File: config.mk
export PLATFORM = sky130hd
export DESIGN_NAME = atc_trigger_control
export DESIGN_NICKNAME = d
export VERILOG_FILES = /design/src/atc_pkg.sv /design/src/atc_pin_sync.sv /design/src/atc_trigger_control.sv
export SDC_FILE = /design/constraint.sdc
export NUM_CORES = 1
export LEC_CHECK = 0
export BUFFER_PORTS_ARGS = -buffer_cell sky130_fd_sc_hd__buf_4
export CORE_UTILIZATION = 46
export DETAILED_ROUTE_END_ITERATION = 10
export GPL_TIMING_DRIVEN = 0
export HOLD_SLACK_MARGIN = 0.15
export PLACE_DENSITY_LB_ADDON = 0.25
export SYNTH_ARGS = -nofsm -noshare
export SYNTH_HDL_FRONTEND = slang
export SYNTH_SLANG_ARGS = --single-unit
File: constraint.sdc
create_clock -name i_core_clk -period 1.44 [get_ports i_core_clk]
set_input_delay 0.072 -clock i_core_clk [delete_from_list [all_inputs] [get_ports i_core_clk]]
set_output_delay 0.072 -clock i_core_clk [all_outputs]
set_load 0.005 [all_outputs]
File: src/atc_pkg.sv
// Package holding constants and types of the converter trigger control block.
`default_nettype none

package atc_pkg;

	// ----------------------------------------------------------------
	// Control bit positions and reset values
	// ----------------------------------------------------------------
	localparam int unsigned BIT_IRQ_ENABLE   = 14;
	localparam int unsigned BIT_RSVD_13      = 13;
	localparam int unsigned BIT_RSVD_12      = 12;
	localparam int unsigned BIT_TRIG_ENABLE  = 11;
	localparam int unsigned BIT_RSVD_10      = 10;
	localparam int unsigned BIT_FLAG_COMBINE = 9;
	localparam int unsigned SEL_MSB          = 3;
	localparam int unsigned SEL_LSB          = 0;
	localparam logic [15:0] CTRL_RESET       = 16'h0000;
	localparam logic [15:0] CTRL_RSVD_MASK   = 16'h3400;

	// ----------------------------------------------------------------
	// Group 0 trigger select encodings
	// ----------------------------------------------------------------
	localparam logic [3:0] SEL_EXT_PIN   = 4'h0;
	localparam logic [3:0] SEL_CHAN_A    = 4'h1;
	localparam logic [3:0] SEL_CHAN0_CMP = 4'h2;
	localparam logic [3:0] SEL_DELAY_A   = 4'h3;
	localparam logic [3:0] SEL_DELAY_B   = 4'h4;

	// ----------------------------------------------------------------
	// Scan modes and states
	// ----------------------------------------------------------------
	typedef enum logic [1:0] {
		MODE_SINGLE = 2'h0,
		MODE_SCAN4  = 2'h1,
		MODE_SCAN2  = 2'h2
	} atc_mode_t;

	typedef enum logic [2:0] {
		ST_IDLE = 3'h1,
		ST_CONV = 3'h2,
		ST_WAIT = 3'h4
	} atc_state_t;

	// Timer trigger bundle, one pulse per event.
	typedef struct packed {
		logic chan_a_compare_or_trough_trigger;
		logic chan0_compare_trigger;
		logic delayed_start_request_a;
		logic delayed_start_request_b;
	} atc_timer_trig_t;

endpackage : atc_pkg

`default_nettype wire

File: src/atc_pin_sync.sv
// Three-stage synchroniser with agreement filter for an outside pin.
`default_nettype none

module atc_pin_sync (
	input  wire logic i_core_clk,
	input  wire logic i_reset_n,
	input  wire logic i_pin,
	output logic      o_level
);

	logic [2:0] sync_reg;
	logic [2:0] sync_next;
	logic       level_reg;
	logic       level_next;

	// Stage one feeds stage two only; the filter reads stages two and three.
	always_comb begin
		sync_next  = {sync_reg[1:0], i_pin};
		level_next = (sync_reg[1] == sync_reg[2]) ? sync_reg[2] : level_reg;
	end

	// ----------------------------------------------------------------
	// Registers
	// ----------------------------------------------------------------
	always_ff @(posedge i_core_clk or negedge i_reset_n) begin
		if (!i_reset_n) begin
			sync_reg  <= 3'h0;
			level_reg <= 1'b0;
		end else begin
			sync_reg  <= sync_next;
			level_reg <= level_next;
		end
	end

	assign o_level = level_reg;

endmodule : atc_pin_sync

`default_nettype wire

File: src/atc_trigger_control.sv
// Trigger selection, start and end-flag control of the A/D converter.
`default_nettype none
//
// Behaviour
// - End interrupt request leaves only while the interrupt enable bit is one.
// - Reserved bits 13, 12, 10 read zero; software writes them zero.
// - Trigger enable zero blocks pin and timer starts; one accepts both.
// - Flag combine acts only with triggers enabled in 2-channel scan.
// - Combine zero: end flag sets when either group conversion completes.
// - Combine one: end flag sets after both groups complete, any order.
// - Four-bit select picks group 0 start source in all three modes.
// - Codes 0..4 pick pin, chan A, chan 0, delayed A, delayed B.

module atc_trigger_control (
	input  wire logic                    i_core_clk,
	input  wire logic                    i_reset_n,
	input  wire logic                    i_ctrl_wr,
	input  wire logic [15:0]             i_ctrl_wdata,
	output logic      [15:0]             o_ctrl_rdata,
	input  wire logic                    i_sw_start,
	input  wire logic                    i_sw_stop,
	input  wire logic [1:0]              i_scan_mode,
	input  wire logic                    i_external_trigger_pin,
	input  wire atc_pkg::atc_timer_trig_t i_timer_trig,
	input  wire logic                    i_group1_trigger,
	input  wire logic                    i_conv_done,
	input  wire logic                    i_flag_clear,
	output logic                         o_conv_start_bit,
	output logic                         o_group0_start,
	output logic                         o_group1_start,
	output logic                         o_conv_end_flag,
	output logic                         o_conv_end_irq
);

	// ----------------------------------------------------------------
	// Pin synchroniser and edge detection
	// ----------------------------------------------------------------
	logic pin_level;
	logic pin_prev_reg;
	logic pin_prev_next;
	logic pin_fall;

	atc_pin_sync u_pin_sync (
		.i_core_clk (i_core_clk),
		.i_reset_n  (i_reset_n),
		.i_pin      (i_external_trigger_pin),
		.o_level    (pin_level)
	);

	// The external pin is active low, so a start is its falling edge.
	always_comb begin
		pin_prev_next = pin_level;
		pin_fall      = pin_prev_reg & ~pin_level;
	end

	// ----------------------------------------------------------------
	// Control register
	// ----------------------------------------------------------------
	logic [15:0] ctrl_reg;
	logic [15:0] ctrl_next;

	// Reserved bits are masked on write so that they always read zero.
	always_comb begin
		ctrl_next = ctrl_reg;
		if (i_ctrl_wr) begin
			ctrl_next = i_ctrl_wdata & ~atc_pkg::CTRL_RSVD_MASK;
		end
	end

	logic       irq_en;
	logic       trig_en;
	logic       combine;
	logic [3:0] g0_sel;
	logic       scan2;

	assign irq_en  = ctrl_reg[atc_pkg::BIT_IRQ_ENABLE];
	assign trig_en = ctrl_reg[atc_pkg::BIT_TRIG_ENABLE];
	assign combine = ctrl_reg[atc_pkg::BIT_FLAG_COMBINE];
	assign g0_sel  = ctrl_reg[atc_pkg::SEL_MSB:atc_pkg::SEL_LSB];
	assign scan2   = (i_scan_mode == atc_pkg::MODE_SCAN2);

	// ----------------------------------------------------------------
	// Trigger source selection
	// ----------------------------------------------------------------
	// Prohibited select codes give no source at all rather than aliasing.
	function automatic logic pick_source(input logic [3:0] sel, input logic pin,
		input atc_pkg::atc_timer_trig_t t);
		logic r;
		r = 1'b0;
		unique case (sel)
			atc_pkg::SEL_EXT_PIN:   r = pin;
			atc_pkg::SEL_CHAN_A:    r = t.chan_a_compare_or_trough_trigger;
			atc_pkg::SEL_CHAN0_CMP: r = t.chan0_compare_trigger;
			atc_pkg::SEL_DELAY_A:   r = t.delayed_start_request_a;
			atc_pkg::SEL_DELAY_B:   r = t.delayed_start_request_b;
			default:                r = 1'b0;
		endcase
		return r;
	endfunction : pick_source

	logic g0_event;
	logic g1_event;

	always_comb begin
		g0_event = trig_en & pick_source(g0_sel, pin_fall, i_timer_trig);
		g1_event = trig_en & scan2 & i_group1_trigger;
	end

	// ----------------------------------------------------------------
	// Conversion sequence and end flag
	// ----------------------------------------------------------------
	atc_pkg::atc_state_t state_reg;
	atc_pkg::atc_state_t state_next;
	logic start_reg;
	logic start_next;
	logic g0_start_reg;
	logic g0_start_next;
	logic g1_start_reg;
	logic g1_start_next;
	logic cur_g1_reg;
	logic cur_g1_next;
	logic g0_done_reg;
	logic g0_done_next;
	logic g1_done_reg;
	logic g1_done_next;
	logic flag_reg;
	logic flag_next;
	logic irq_reg;
	logic irq_next;
	logic set_flag;
	logic both_mode;

	// Group 1 events arriving while busy are dropped; software must keep
	// group triggers apart, which keeps this engine single-issue.
	always_comb begin
		state_next    = state_reg;
		start_next    = start_reg;
		g0_start_next = 1'b0;
		g1_start_next = 1'b0;
		cur_g1_next   = cur_g1_reg;
		g0_done_next  = g0_done_reg;
		g1_done_next  = g1_done_reg;
		set_flag      = 1'b0;
		both_mode     = trig_en & scan2 & combine;
		unique case (state_reg)
			atc_pkg::ST_IDLE: begin
				if (g0_event || i_sw_start) begin
					state_next    = atc_pkg::ST_CONV;
					start_next    = 1'b1;
					g0_start_next = 1'b1;
					cur_g1_next   = 1'b0;
				end else if (g1_event) begin
					state_next    = atc_pkg::ST_CONV;
					start_next    = 1'b1;
					g1_start_next = 1'b1;
					cur_g1_next   = 1'b1;
				end
			end
			atc_pkg::ST_CONV: begin
				if (i_conv_done) begin
					state_next = atc_pkg::ST_IDLE;
					start_next = 1'b0;
					if (!both_mode) begin
						set_flag = 1'b1;
					end else if (cur_g1_reg) begin
						g1_done_next = 1'b1;
					end else begin
						g0_done_next = 1'b1;
					end
				end
			end
			default: begin
				state_next = atc_pkg::ST_IDLE;
			end
		endcase
		if (both_mode && g0_done_next && g1_done_next) begin
			set_flag     = 1'b1;
			g0_done_next = 1'b0;
			g1_done_next = 1'b0;
		end
		if (!both_mode) begin
			g0_done_next = 1'b0;
			g1_done_next = 1'b0;
		end
		if (i_sw_stop) begin
			state_next    = atc_pkg::ST_IDLE;
			start_next    = 1'b0;
			g0_start_next = 1'b0;
			g1_start_next = 1'b0;
		end
		// A set in the same cycle as a clear wins.
		flag_next = set_flag | (flag_reg & ~i_flag_clear);
		irq_next  = flag_next & irq_en;
	end

	// ----------------------------------------------------------------
	// Registers
	// ----------------------------------------------------------------
	always_ff @(posedge i_core_clk or negedge i_reset_n) begin
		if (!i_reset_n) begin
			ctrl_reg     <= atc_pkg::CTRL_RESET;
			pin_prev_reg <= 1'b0;
			state_reg    <= atc_pkg::ST_IDLE;
			start_reg    <= 1'b0;
			g0_start_reg <= 1'b0;
			g1_start_reg <= 1'b0;
			cur_g1_reg   <= 1'b0;
			g0_done_reg  <= 1'b0;
			g1_done_reg  <= 1'b0;
			flag_reg     <= 1'b0;
			irq_reg      <= 1'b0;
		end else begin
			ctrl_reg     <= ctrl_next;
			pin_prev_reg <= pin_prev_next;
			state_reg    <= state_next;
			start_reg    <= start_next;
			g0_start_reg <= g0_start_next;
			g1_start_reg <= g1_start_next;
			cur_g1_reg   <= cur_g1_next;
			g0_done_reg  <= g0_done_next;
			g1_done_reg  <= g1_done_next;
			flag_reg     <= flag_next;
			irq_reg      <= irq_next;
		end
	end

	assign o_ctrl_rdata     = ctrl_reg;
	assign o_conv_start_bit = start_reg;
	assign o_group0_start   = g0_start_reg;
	assign o_group1_start   = g1_start_reg;
	assign o_conv_end_flag  = flag_reg;
	assign o_conv_end_irq   = irq_reg;

	// ----------------------------------------------------------------
	// Assertions
	// ----------------------------------------------------------------
	property p_irq_gated;
		@(posedge i_core_clk) disable iff (!i_reset_n)
		o_conv_end_irq |-> (o_conv_end_flag && $past(irq_en));
	endproperty
	a_irq_gated: assert property (p_irq_gated) else $error("irq raised while disabled");

	property p_rsvd_zero;
		@(posedge i_core_clk) disable iff (!i_reset_n)
		(o_ctrl_rdata[13:12] == 2'h0) && !o_ctrl_rdata[10];
	endproperty
	a_rsvd_zero: assert property (p_rsvd_zero) else $error("reserved bit reads nonzero");

	property p_no_trig_when_off;
		@(posedge i_core_clk) disable iff (!i_reset_n)
		(!trig_en && !i_sw_start && state_reg == atc_pkg::ST_IDLE) |=> !o_group0_start && !o_group1_start;
	endproperty
	a_no_trig_when_off: assert property (p_no_trig_when_off) else $error("start without trigger enable");

	property p_pin_start;
		@(posedge i_core_clk) disable iff (!i_reset_n)
		(trig_en && g0_sel == atc_pkg::SEL_EXT_PIN && pin_fall && state_reg == atc_pkg::ST_IDLE && !i_sw_stop)
			|=> o_group0_start && o_conv_start_bit;
	endproperty
	a_pin_start: assert property (p_pin_start) else $error("pin trigger did not start");

	property p_bad_sel;
		@(posedge i_core_clk) disable iff (!i_reset_n)
		(g0_sel > atc_pkg::SEL_DELAY_B && !i_sw_start && state_reg == atc_pkg::ST_IDLE) |=> !o_group0_start;
	endproperty
	a_bad_sel: assert property (p_bad_sel) else $error("prohibited select started group 0");

	property p_flag_either;
		@(posedge i_core_clk) disable iff (!i_reset_n)
		(state_reg == atc_pkg::ST_CONV && i_conv_done && !both_mode) |=> o_conv_end_flag;
	endproperty
	a_flag_either: assert property (p_flag_either) else $error("flag missed on single completion");

	property p_flag_both;
		@(posedge i_core_clk) disable iff (!i_reset_n)
		(both_mode && $rose(o_conv_end_flag)) |-> $past(g0_done_reg || g1_done_reg);
	endproperty
	a_flag_both: assert property (p_flag_both) else $error("combined flag set too early");

	property p_combine_ignored;
		@(posedge i_core_clk) disable iff (!i_reset_n)
		!scan2 |=> !g0_done_reg && !g1_done_reg;
	endproperty
	a_combine_ignored: assert property (p_combine_ignored) else $error("combine active outside scan2");

	property p_start_seq;
		@(posedge i_core_clk) disable iff (!i_reset_n)
		o_group0_start |-> o_conv_start_bit;
	endproperty
	a_start_seq: assert property (p_start_seq) else $error("group 0 start without start bit");

endmodule : atc_trigger_control

`default_nettype wire

== After elaboration in Yosys (flattened, before gate mapping) ==
Index checks and enable logic that the tools add are counted.

* Divide/modulo/power cells: 0
* Bitwise logic cells: 10
* $mul: 0
* Reduce and logical (&&, ||, !) cells: 9
* Magnitude comparators: 0
* Eq/ne operators: 10
* $add $sub $neg: 0
* Shifts and indexed selects: 0
* Mux-type cells: 35

{| class="wikitable"
|+ Operator list
! cell !! number
|-
| $mux 1 || 28
|-
| $mux 3 || 4
|-
| $eq 4x2->1 const B || 2
|-
| $and 1x1->1 || 7
|-
| $pmux 3 s2 || 1
|-
| $pmux 1 s5 || 1
|-
| $eq 4x1->1 const B || 1
|-
| $eq 4x3->1 const B || 1
|-
| $logic_not 4->1 || 1
|-
| $ne 4x4->1 const B || 1
|-
| $reduce_and 2->1 || 2
|-
| $eq 3x1->1 const B || 1
|-
| $eq 3x2->1 const B || 1
|-
| $ne 3x3->1 const B || 1
|-
| $reduce_and 3->1 || 1
|-
| $reduce_bool 3->1 || 1
|-
| $eq 2x2->1 const B || 1
|-
| $logic_and 1x1->1 || 2
|-
| $not 1->1 || 2
|-
| $pmux 1 s2 || 1
|-
| $reduce_bool 2->1 || 1
|-
| $eq 1x1->1 || 1
|-
| $logic_or 1x1->1 || 1
|-
| $or 1x1->1 || 1
|}

* Output and inout bits: 21
* Memories: 0
* Bits in latches: 0
* Word-level logic and storage cells: 77
* Memory bits (read-only): 0
* Memory bits (writable): 0
* Register bits after elaboration: 29

== Depth between registers and ports, before layout ==
Gate-level depths: netlist (run 1).

* Word-level depth: 11
* Gate-level depth with buffers: 5

== Modules after synthesis ==
From an unflattened synthesis (run 1), not the netlist that was laid out.

* Cells, all modules: 99
* Area total of the unflattened synthesis: 1192.4 um^2

{| class="wikitable"
|+ By module, submodules not included
! module !! area an instance (um^2) !! instances !! cells each !! seq. area each (um^2)
|-
| atc_trigger_control || 1081.0 || 1 || 94 || 601.8
|-
| atc_pin_sync || 111.4 || 1 || 5 || 100.1
|}

== Worst setup path before layout (run 1) ==
Ideal clock, no wire load.

* Kind: reg-to-reg
* Start point: register u_pin_sync.level_reg (netlist: u_pin_sync.o_level)
* End point: register g0_start_reg (netlist: o_group0_start)
* Period minus slack after synthesis: 1301 ps
* Library setup time: 80 ps
* Stages on the path, launching flop included: 5
* Arrival: 1221 ps
* Path slack: 139 ps
* Data required time: 1360 ps
* Buffers on the path: 0
* Cell sequence: dfrtp_1 nand2b_1 a221o_1 a211o_1 nor3_2

* Longest elaborated chain between the ends: 8

{| class="wikitable"
|+ RTL lines
! item !! RTL line !! text
|-
| from (decl) || atc_pin_sync.sv:13 || <nowiki>logic level_reg;</nowiki>
|-
| from (signal assigned) || atc_pin_sync.sv:31 || <nowiki>level_reg <= level_next;</nowiki>
|-
| $not 1->1 || atc_trigger_control.sv:53 || <nowiki>pin_fall = pin_prev_reg & ~pin_level;</nowiki>
|-
| $and 1x1->1 || atc_trigger_control.sv:53 ||
|-
| $pmux 1 s5 || atc_trigger_control.sv:90 || <nowiki>unique case (sel)</nowiki>
|-
| $and 1x1->1 || atc_trigger_control.sv:105 || <nowiki>g0_event = trig_en & pick_source(g0_sel, pin_fall, i_timer_trig);</nowiki>
|-
| $logic_or 1x1->1 || atc_trigger_control.sv:147 || <nowiki>if (g0_event || i_sw_start) begin</nowiki>
|-
| $mux 1 || atc_trigger_control.sv:147 ||
|-
| $mux 1 || atc_trigger_control.sv:145 || <nowiki>unique case (state_reg)</nowiki>
|-
| $mux 1 || atc_trigger_control.sv:185 || <nowiki>if (i_sw_stop) begin</nowiki>
|-
| net g0_start_next || atc_trigger_control.sv:117 || <nowiki>logic g0_start_next;</nowiki>
|-
| to (signal assigned) || atc_trigger_control.sv:217 || <nowiki>g0_start_reg <= g0_start_next;</nowiki>
|-
| to (decl) || atc_trigger_control.sv:116 || <nowiki>logic g0_start_reg;</nowiki>
|}

The timed path passes the listed nets, and every way through them passes these cells.
A chain may end at the register's enable or synchronous reset.

== Worst setup path in the final report (run 1) ==
* Start point: register u_pin_sync.level_reg (netlist: u_pin_sync.o_level)
* End point: register cur_g1_reg

* Longest elaborated chain between the ends: 7

{| class="wikitable"
|+ RTL lines
! item !! RTL line !! text
|-
| $not 1->1 * || atc_trigger_control.sv:53 ||
|-
| $and 1x1->1 * || atc_trigger_control.sv:53 ||
|-
| $pmux 1 s5 * || atc_trigger_control.sv:90 ||
|-
| $and 1x1->1 * || atc_trigger_control.sv:105 ||
|-
| $logic_or 1x1->1 * || atc_trigger_control.sv:147 ||
|-
| $reduce_bool 2->1 (no source line) || -- ||
|-
| $reduce_and 2->1 (no source line) || -- ||
|-
| to (signal assigned) || atc_trigger_control.sv:219 || <nowiki>cur_g1_reg <= cur_g1_next;</nowiki>
|-
| to (decl) || atc_trigger_control.sv:120 || <nowiki>logic cur_g1_reg;</nowiki>
|}

Every way passes the cells marked *; elsewhere a longest branch is shown, timed or not.

==> metrics.log, run 1 <==
INFO  metric cts_tree = done
INFO  metric grt_pass1_wl = 4280 um
INFO  metric groute.usage.overall = 22.2%
INFO  metric layout_min_cycle_time = 1.43 ns
INFO  metric synth_top_cells_by_area = dfrtp_1, mux2_2, dfstp_2, a21oi_1, nand2b_1
INFO  metric hold_path.class = primary input to async pin
INFO  metric place_area = 1570 um2
INFO  metric status = finished, final reports clean
INFO  metric cts_root_buf = clkbuf_4
INFO  metric placed_cells_incl_taps = 175
INFO  metric clk_pin_slew_worst_paths = 0.14 ns
INFO  metric critPathKind = register to register
INFO  metric placement.io_buffers = 44
INFO  metric synth_top_area_share = 56.7%
INFO  metric worstSetupEndpointType = register
INFO  metric postLayoutCoreUtil = 76.0%
INFO  metric dr_total_vias = 1002
INFO  metric tritoncts.num_buffers = 3
INFO  metric fp-row-count = 18
INFO  metric synth_ff_type = dfrtp_1
INFO  metric design_power = 1.61 mW
INFO  metric dieArea = 2800 um2
INFO  metric synth.distinct_cells = 34
INFO  metric core_region_area = 2450 um2
INFO  metric maximum_number_of_pins_on_one_net_before_global_route_repair = 29
INFO  metric yosys_reg_bits = 28
INFO  metric drtPass1Iterations = 4
INFO  metric clock.fmax = 699 MHz
INFO  metric drtIter0Drc = 6
INFO  metric synthCells = 99
INFO  metric power-per-cell-area = 860 nW/um2
INFO  metric worst-endpoint-required = 1.65 ns
INFO  metric layout_cell_share_with_drive_strength_beyond_1 = 42.4%
INFO  metric inserted_diodes = 0
INFO  metric initial_utilization = 48.5%
INFO  metric cts_max_level = 1
INFO  metric postLayoutSetupSlackWorst = 0.0101 ns
INFO  metric synthesis.yosys.warnings = 0
INFO  metric skew = 0.00767 ns
INFO  metric wl_per_instance = 13.5 um
INFO  metric maxCapViolations = 0
INFO  metric layout.nets = 204
INFO  metric worstPathMaxFanout = 4
INFO  metric die_height = 52.9 um
INFO  metric vias_per_cell = 4.96
INFO  metric cts_buffer_depth = 2
INFO  metric critical_path.startpoint_type = register
INFO  metric synth_area_leader_cell = dfrtp_1
INFO  metric final_design_area_no_fill = 1870 um2
INFO  metric largest_reg_flops = 13
INFO  metric finalCritPeriodShare = 99.3%
INFO  metric layoutNonFillerInstCount = 202
INFO  metric worst_ep_arrival_time = 1.64 ns
INFO  metric ios = 52
INFO  metric synth.yosys.seq_area_share = 58.9%
INFO  metric fraction_of_registers_with_async_set_reset = 100%
INFO  metric overflow = 0
INFO  metric dp_slack = -0.0244 ns
INFO  metric die_w = 52.9 um
INFO  metric synth-edff-count = 0
INFO  metric synth_area = 1190 um2
INFO  metric ir_worst_vdd = 862 uV
INFO  metric clock_sinks = 28
INFO  metric worst_skew_pair.late_latency = 0.32 ns
INFO  metric detail_route.drc_violations = 0
INFO  metric hpwl = 1820 um
INFO  metric grt_setup_unrepaired = yes
INFO  metric total_leakage_power = 0.882 nW
INFO  metric area_growth_syn_to_layout = 56.7%
INFO  metric syn_area_per_cell = 12.0 um2
INFO  metric antenna_found_initial = 0
INFO  metric drt-total-wl = 2720 um
INFO  metric final_antenna_net_count = 0
INFO  metric finalMaxSlewViolations = 0
INFO  metric setup-violations-final = 0
INFO  metric finalHoldViolCount = 0
INFO  metric gp_congestion = 0.796
INFO  metric grt_pass1_vias = 1037
## metal layers
layer  GRT usage, %  vias up  wire [um]
met5              0        -          0
met4           12.3        0         70
met2           38.6       33       1470
met1           25.2      474       1080
met3           4.31        8         99
li1               -      487          -
## worst paths after layout
path                                   startpoint                      to  slack (ns)  cells past startpoint
max                            u_pin_sync.o_level              cur_g1_reg        0.01                      4
min                                     i_reset_n              cur_g1_reg        0.18                      2
max reg2reg                    u_pin_sync.o_level              cur_g1_reg        0.01                      4
min reg2reg                u_pin_sync.sync_reg[0]  u_pin_sync.sync_reg[1]        0.38                      0
max in group asynchronous               i_reset_n            state_reg[0]        0.95                      2
min in group i_core_clk                 i_ctrl_wr        o_ctrl_rdata[11]        0.22                      2
## layout by cell type, fill, tap and decap left out, types with 4 or more instances in the layout
cell | Yosys | final
buf_4 | 3 | 49
dfrtp_1 | 27 | 27
dlygate4sd3_1 | 0 | 21
mux2_2 | 10 | 10
o21ai_0 | 5 | 5
nand2_1 | 5 | 5
nor2_1 | 5 | 5
inv_1 | 4 | 4
a21oi_1 | 5 | 4
## worst max-delay path, cell delays in order (launching register included)
cell and delay, ns:
dfrtp_1 0.40, nand2b_4 0.14, a221o_1 0.35, a211oi_4 0.33, a21oi_1 0.10
## kinds of logic (layout without fill, tap and decap cells)
kind of cell / Yosys count / in the layout / synth area share (%)
compound gates: 20 / 20 / 11.2
other cells: 1 / 3 / 0.315
simple gates: 28 / 28 / 14.1
fa+ha+maj: 1 / 1 / 0.840
buf+inv: 10 / 81 / 4.31
mux: 11 / 11 / 10.3
flops: 28 / 28 / 58.9
## power breakdown
group          internal (mW)  switching (mW)  leakage (nW)
clock network          0.108           0.209        0.0150
registers              0.854          0.0562         0.345
logic                  0.230           0.148         0.522
total                   1.19           0.413         0.882
## synth_stat cells, types with 2 or more instances
master / n
nor2_1: 5
o21ai_0: 5
dfrtp_1: 27
nand2_1: 5
a21oi_1: 5
nand4b_1: 2
nand2b_1: 4
mux2_2: 10
buf_2: 2
nor2b_1: 2
inv_1: 4
buf_4: 3
or2b_1: 2
a31oi_1: 3
## final cells by class
| class | count | area [um2] |
|---|---|---|
| clock buffer | 4 | 26.3 |
| fill | 155 | 588 |
| timing repair buffer | 67 | 556 |
| inverter | 4 | 15.0 |
| sequential | 28 | 702 |
| multi-input combinational | 63 | 494 |
| tap | 30 | 37.5 |
| buffer | 6 | 36.3 |
## timing repair
item / in CTS / in global routing
buffers inserted: 2 / 0
resized for setup: 2 / 6
hold buffers: 21 / 0
pin swaps: 4 / 2
endpoints found under the hold margin: 51 / 0
endpoints found under the setup margin: 3 / 7
gates cloned: 0 / 0
## stage by stage
step / setup TNS (ns) / hold WS (ns)
finish: 0 / 0.184
global route: -0.202 / 0.201
CTS: -0.00147 / 0.188
detailed placement: -0.0244 / 0.00287
global placement: 0 / 0.00154
floorplan: 0 / -0.224
Power figures use the tool's default switching activity.
==> run 2, diff against run 1 <==
--- a/config.mk
+++ b/config.mk
@@ -6,8 +6,9 @@
 export NUM_CORES = 1
 export LEC_CHECK = 0
+export ABC_CLOCK_PERIOD_IN_PS = 1440
 export BUFFER_PORTS_ARGS = -buffer_cell sky130_fd_sc_hd__buf_4
 export CORE_UTILIZATION = 46
 export DETAILED_ROUTE_END_ITERATION = 10
-export GPL_TIMING_DRIVEN = 0
+export GPL_TIMING_DRIVEN = 1
 export HOLD_SLACK_MARGIN = 0.15
 export PLACE_DENSITY_LB_ADDON = 0.25
==> constraint.sdc (replaced) <==
create_clock -name i_core_clk -period 1.44 [get_ports i_core_clk]
set_input_delay 0.072 -clock i_core_clk [delete_from_list [all_inputs] [get_ports i_core_clk]]
set_output_delay 0.072 -clock i_core_clk [all_outputs]
set_load 0.02 [all_outputs]
==> metrics.log, run 2 (synthesis gave the netlist of run 1 again) <==
INFO  metric postLayoutSetupSlackWorst = -0.0103 ns
INFO  metric worst-endpoint-required = 1.69 ns
INFO  metric ir_worst_vdd = 971 uV
INFO  metric power_frac_seq = 52.3%
INFO  metric tritoncts.num_buffers = 3
INFO  metric finalCritPeriodShare = 101%
INFO  metric status = finished, violations left
INFO  metric finalMaxSlewViolations = 0
INFO  metric skew = 0.0140 ns
INFO  metric drt-total-wl = 3090 um
INFO  metric gp_congestion = 0.760
INFO  metric overflow = 0
INFO  metric r2r_start = o_ctrl_rdata[1]
INFO  metric detail_route.drc_violations = 0
INFO  metric fp-row-count = 18
INFO  metric worst_skew_pair.late_latency = 0.34 ns
INFO  metric switching_power = 0.505 mW
INFO  metric critical_path.startpoint_type = register
INFO  metric rrSetupSlack = -0.01 ns
INFO  metric layout_cell_share_with_drive_strength_beyond_1 = 38.7%
INFO  metric area_growth_syn_to_layout = 65.0%
INFO  metric wl_per_instance = 14.6 um
INFO  metric leading_cell_type_in_the_layout_fill_and_taps_excluded = buf_4
INFO  metric inserted_diodes = 0
INFO  metric power.internal = 1.23 mW
INFO  metric largest_reg_flops = 13
INFO  metric maxCapViolations = 0
INFO  metric total_leakage_power = 0.913 nW
INFO  metric hpwl = 1750 um
INFO  metric final_cell_mix = buf_4, dlygate4sd3_1, dfrtp_1
INFO  metric grt_pass1_wl = 4660 um
INFO  metric setup-violations-final = 2
INFO  metric finalHoldViolCount = 0
INFO  metric layout_min_cycle_time = 1.45 ns
INFO  metric hold_path.class = primary input to async pin
INFO  metric sw_frac_of_total = 29.1%
INFO  metric die_height = 52.9 um
INFO  metric drtPass1Iterations = 2
INFO  metric worst_ep_arrival_time = 1.70 ns
INFO  metric initial_utilization = 48.5%
INFO  metric ios = 52
INFO  metric groute.usage.overall = 24.3%
INFO  metric share_comb_of_total_power = 27.8%
INFO  metric critPathKind = register to register
INFO  metric grt_pass1_vias = 1065
INFO  metric cts_root_buf = clkbuf_4
INFO  metric layout.nets = 213
INFO  metric dr_total_vias = 1076
INFO  metric fin_setup_tns = -0.0171 ns
INFO  metric reg2reg_to = o_ctrl_rdata[1]
INFO  metric worstSetupEndpointType = register
INFO  metric pwr-share-clk = 19.9%
INFO  metric endpoint = o_ctrl_rdata[1]
INFO  metric clock.fmax = 689 MHz
INFO  metric cts_buffer_depth = 2
INFO  metric fillers = 154
INFO  metric vias_per_cell = 5.10
INFO  metric placement.io_buffers = 45
INFO  metric die_w = 52.9 um
INFO  metric clk_pin_slew_worst_paths = 0.15 ns
INFO  metric dieArea = 2800 um2
INFO  metric core_region_area = 2450 um2
INFO  metric worstPathMaxFanout = 5
INFO  metric drtIter0Drc = 7
INFO  metric r2r_cells = 2
INFO  metric critical_path.startpoint = o_ctrl_rdata[1]
INFO  metric cts_max_level = 1
INFO  metric power-per-cell-area = 884 nW/um2
INFO  metric grt_setup_unrepaired = yes
INFO  metric design_power = 1.74 mW
INFO  metric cts_tree = done
INFO  metric failed_checks = negative setup slack
INFO  metric clock_sinks = 28
INFO  metric maximum_number_of_pins_on_one_net_before_global_route_repair = 29
INFO  metric final_antenna_net_count = 0
INFO  metric antenna_found_initial = 0
run 2: layout make-up:
class	instances	area (um2)	area share, %
tap	30	37.5	1.91
multi-input combinational	63	483	24.6
timing repair buffer	82	701	35.6
clock buffer	4	26.3	1.34
inverter	4	15.0	0.764
sequential	28	703	35.8
run 2: worst min path at each step:
stage	from	to	slack, ns	cells past startpoint
after floorplan	i_reset_n	cur_g1_reg	-0.22	0
after global placement	i_reset_n	o_conv_end_irq	0.002	1
after detailed placement	i_reset_n	o_conv_end_irq	0.003	1
after CTS	i_reset_n	o_group0_start	0.18	2
after global routing	i_reset_n	o_group0_start	0.18	2
final	i_reset_n	o_group0_start	0.15	2
run 2: worst max-delay path: stages, from the launching register on:
cell	delay, ns
dfrtp_1	0.49
mux2_2	0.30
dlygate4sd3_1	0.57
run 2: repair_timing:
item,4_1_cts,5_1_grt
gates resized for setup,1,6
pin swaps,2,2
hold endpoints to repair,51,0
setup buffers,1,2
hold buffers,34,0
endpoints found under the setup margin,2,7
run 2: power by group through the flow:
stage	clock network, mW	registers, mW	logic (mW)
after detailed placement	0	0.918	0.351
final	0.346	0.909	0.483
after CTS	0.339	0.902	0.447
after global routing	0.388	0.918	0.518
after global placement	0	0.915	0.345
after floorplan	0	0.967	0.136
run 2: routing by layer:
metal | track usage [%] | vias to the layer above | share of wire (%)
met5 | 0 | - | 0
met4 | 12.3 | 0 | 2.9
met3 | 5.17 | 9 | 3.4
met2 | 44.3 | 26 | 55
met1 | 26.2 | 532 | 39
li1 | - | 509 | -
run 2: per-stage QoR:
| step | area, um2 | hold WS (ns) | cells | setup WS (ns) | util [%] |
|---|---|---|---|---|---|
| 6_report | 1970 | 0.154 | 211 | -0.0103 | 80.1 |
| 5_1_grt | 1970 | 0.178 | 211 | -0.0633 | 80.1 |
| 3_5_place_dp | 1540 | 0.00340 | 170 | -0.0102 | 62.6 |
| 4_1_cts | 1910 | 0.176 | 209 | -0.0101 | 77.9 |
| 3_3_place_gp | 1540 | 0.00212 | 170 | 0.0457 | 62.6 |
| 2_1_floorplan | 1200 | -0.224 | 101 | 0.0532 | - |
==> run 3, diff against run 2 <==
Settings changed: PLACE_DENSITY from default to 0.78, PLACE_DENSITY_LB_ADDON 0.25 to default.
==> metrics.log, run 3 (synthesis gave the netlist of run 1 again) <==
INFO  metric cts_max_level = 1
INFO  metric worst-endpoint-required = 1.64 ns
INFO  metric layout_min_cycle_time = 1.47 ns
INFO  metric hpwl = 1720 um
INFO  metric initial_utilization = 48.5%
INFO  metric final_cell_mix = buf_4, dlygate4sd3_1, dfrtp_1
INFO  metric vias_per_cell = 5.55
INFO  metric finalCritPeriodShare = 102%
INFO  metric inserted_diodes = 0
INFO  metric failed_checks = negative setup slack
INFO  metric worst_ep_arrival_time = 1.67 ns
INFO  metric rrSetupSlack = -0.03 ns
INFO  metric clock.fmax = 679 MHz
INFO  metric maximum_number_of_pins_on_one_net_before_global_route_repair = 29
INFO  metric fp-row-count = 18
INFO  metric total_leakage_power = 0.921 nW
INFO  metric worstMarginPinSlew = 0.470 ns
INFO  metric critical_path.startpoint_type = register
INFO  metric wl_met2 = 2140 um
INFO  metric final_antenna_net_count = 0
INFO  metric layout_cell_share_with_drive_strength_beyond_1 = 39.2%
INFO  metric skew = 0.00772 ns
INFO  metric worst_skew_pair.late_latency = 0.34 ns
INFO  metric detail_route.drc_violations = 0
INFO  metric placement.io_buffers = 45
INFO  metric hold_path.class = primary input to async pin
INFO  metric reg2reg_to = g0_done_reg
INFO  metric worst_hold_slack = 0.165 ns
INFO  metric tritoncts.num_buffers = 3
INFO  metric worstPathMaxFanout = 6
INFO  metric cts_tree = done
INFO  metric grt_pass1_vias = 1224
INFO  metric remaining_max_slew_budget_at_the_tightest_pin = 67.9%
INFO  metric postLayoutCoreUtil = 80.9%
INFO  metric largest_reg_flops = 13
INFO  metric ios = 52
INFO  metric wl_per_instance = 19.0 um
INFO  metric clk_pin_slew_worst_paths = 0.16 ns
INFO  metric core_region_area = 2450 um2
INFO  metric postLayoutSetupSlackWorst = -0.0327 ns
INFO  metric ir_worst_vdd = 934 uV
INFO  metric drtIter0Drc = 31
INFO  metric power-per-cell-area = 918 nW/um2
INFO  metric finalHoldViolCount = 0
INFO  metric critPathKind = register to register
INFO  metric layout.nets = 213
INFO  metric cts_root_buf = clkbuf_4
INFO  metric routed-wl-met3 = 211 um
INFO  metric die_height = 52.9 um
INFO  metric wl_met1 = 1490 um
INFO  metric cts_buffer_depth = 2
INFO  metric drtPass1Iterations = 4
INFO  metric grt_setup_unrepaired = yes
INFO  metric gp_congestion = 0.748
INFO  metric worstSetupEndpointType = register
INFO  metric dieArea = 2800 um2
INFO  metric dr.max_layer_used = met4
INFO  metric dr_total_vias = 1171
INFO  metric finalMaxSlewViolations = 0
INFO  metric drt-total-wl = 4010 um
INFO  metric maxCapViolations = 0
INFO  metric status = finished, violations left
INFO  metric leading_cell_type_in_the_layout_fill_and_taps_excluded = buf_4
INFO  metric antenna_found_initial = 0
INFO  metric groute.usage.overall = 29.7%
INFO  metric grt_pass1_wl = 5670 um
INFO  metric r2r_cells = 2
INFO  metric overflow = 0
INFO  metric r2r_start = o_ctrl_rdata[11]
INFO  metric critical_path.startpoint = o_ctrl_rdata[11]
INFO  metric setup-violations-final = 7
INFO  metric clock_sinks = 28
INFO  metric die_w = 52.9 um
INFO  metric area_growth_syn_to_layout = 66.7%
[run 3: how the worst max path moves through the flow]
stage	endpoint	slack, ns	cells after the start
after floorplan	o_group0_start	0.05	4
final	g0_done_reg	-0.03	2
after CTS	cur_g1_reg	0.002	4
after global placement	cur_g1_reg	0.06	4
after detailed placement	cur_g1_reg	0.03	4
after global routing	state_reg[1]	-0.09	4
[run 3: what timing repair did]
action                                  in CTS  in global routing
pin swaps                                    2                  5
resized for setup                            0                  8
buffers inserted                             1                  0
endpoints found under the hold margin       51                  0
hold buffers                                35                  0
endpoints found under the setup margin       1                  7
[run 3: routing by layer]
layer	vias up	track usage (%)
met1	588	34.1
li1	503	-
met2	58	50.0
met3	22	6.03
met4	0	18.9
met5	-	0
[run 3: critical path, cell delays in order (launching register included)]
cell	delay (ns)
dfrtp_1	0.54
nand4b_1	0.26
a2111oi_0	0.53
[run 3: report_power, final]
part	switching (mW)	internal, mW	leakage (nW)	total (mW)
Clock	0.240	0.155	0.0210	0.396
Combinational	0.238	0.270	0.556	0.508
Sequential	0.0641	0.855	0.344	0.919
Total	0.543	1.28	0.921	1.82
[run 3: per-stage QoR]
step	instances	instance area (um2)	total power, mW	TNS (ns)	setup slack (ns)
after floorplan	101	1200	1.10	0	0.0532
after global placement	171	1550	1.26	0	0.0587
after detailed placement	171	1550	1.27	0	0.0281
after CTS	211	1940	1.74	0	0.00170
after global routing	211	1990	1.89	-0.483	-0.0913
final	211	1990	1.82	-0.156	-0.0327
[run 3: area by class of cell]
type	count	area, um2
sequential	28	703
timing repair buffer	82	703
multi-input combinational	63	490
fill	130	469
tap	30	37.5
clock buffer	4	36.3
inverter	4	15.0
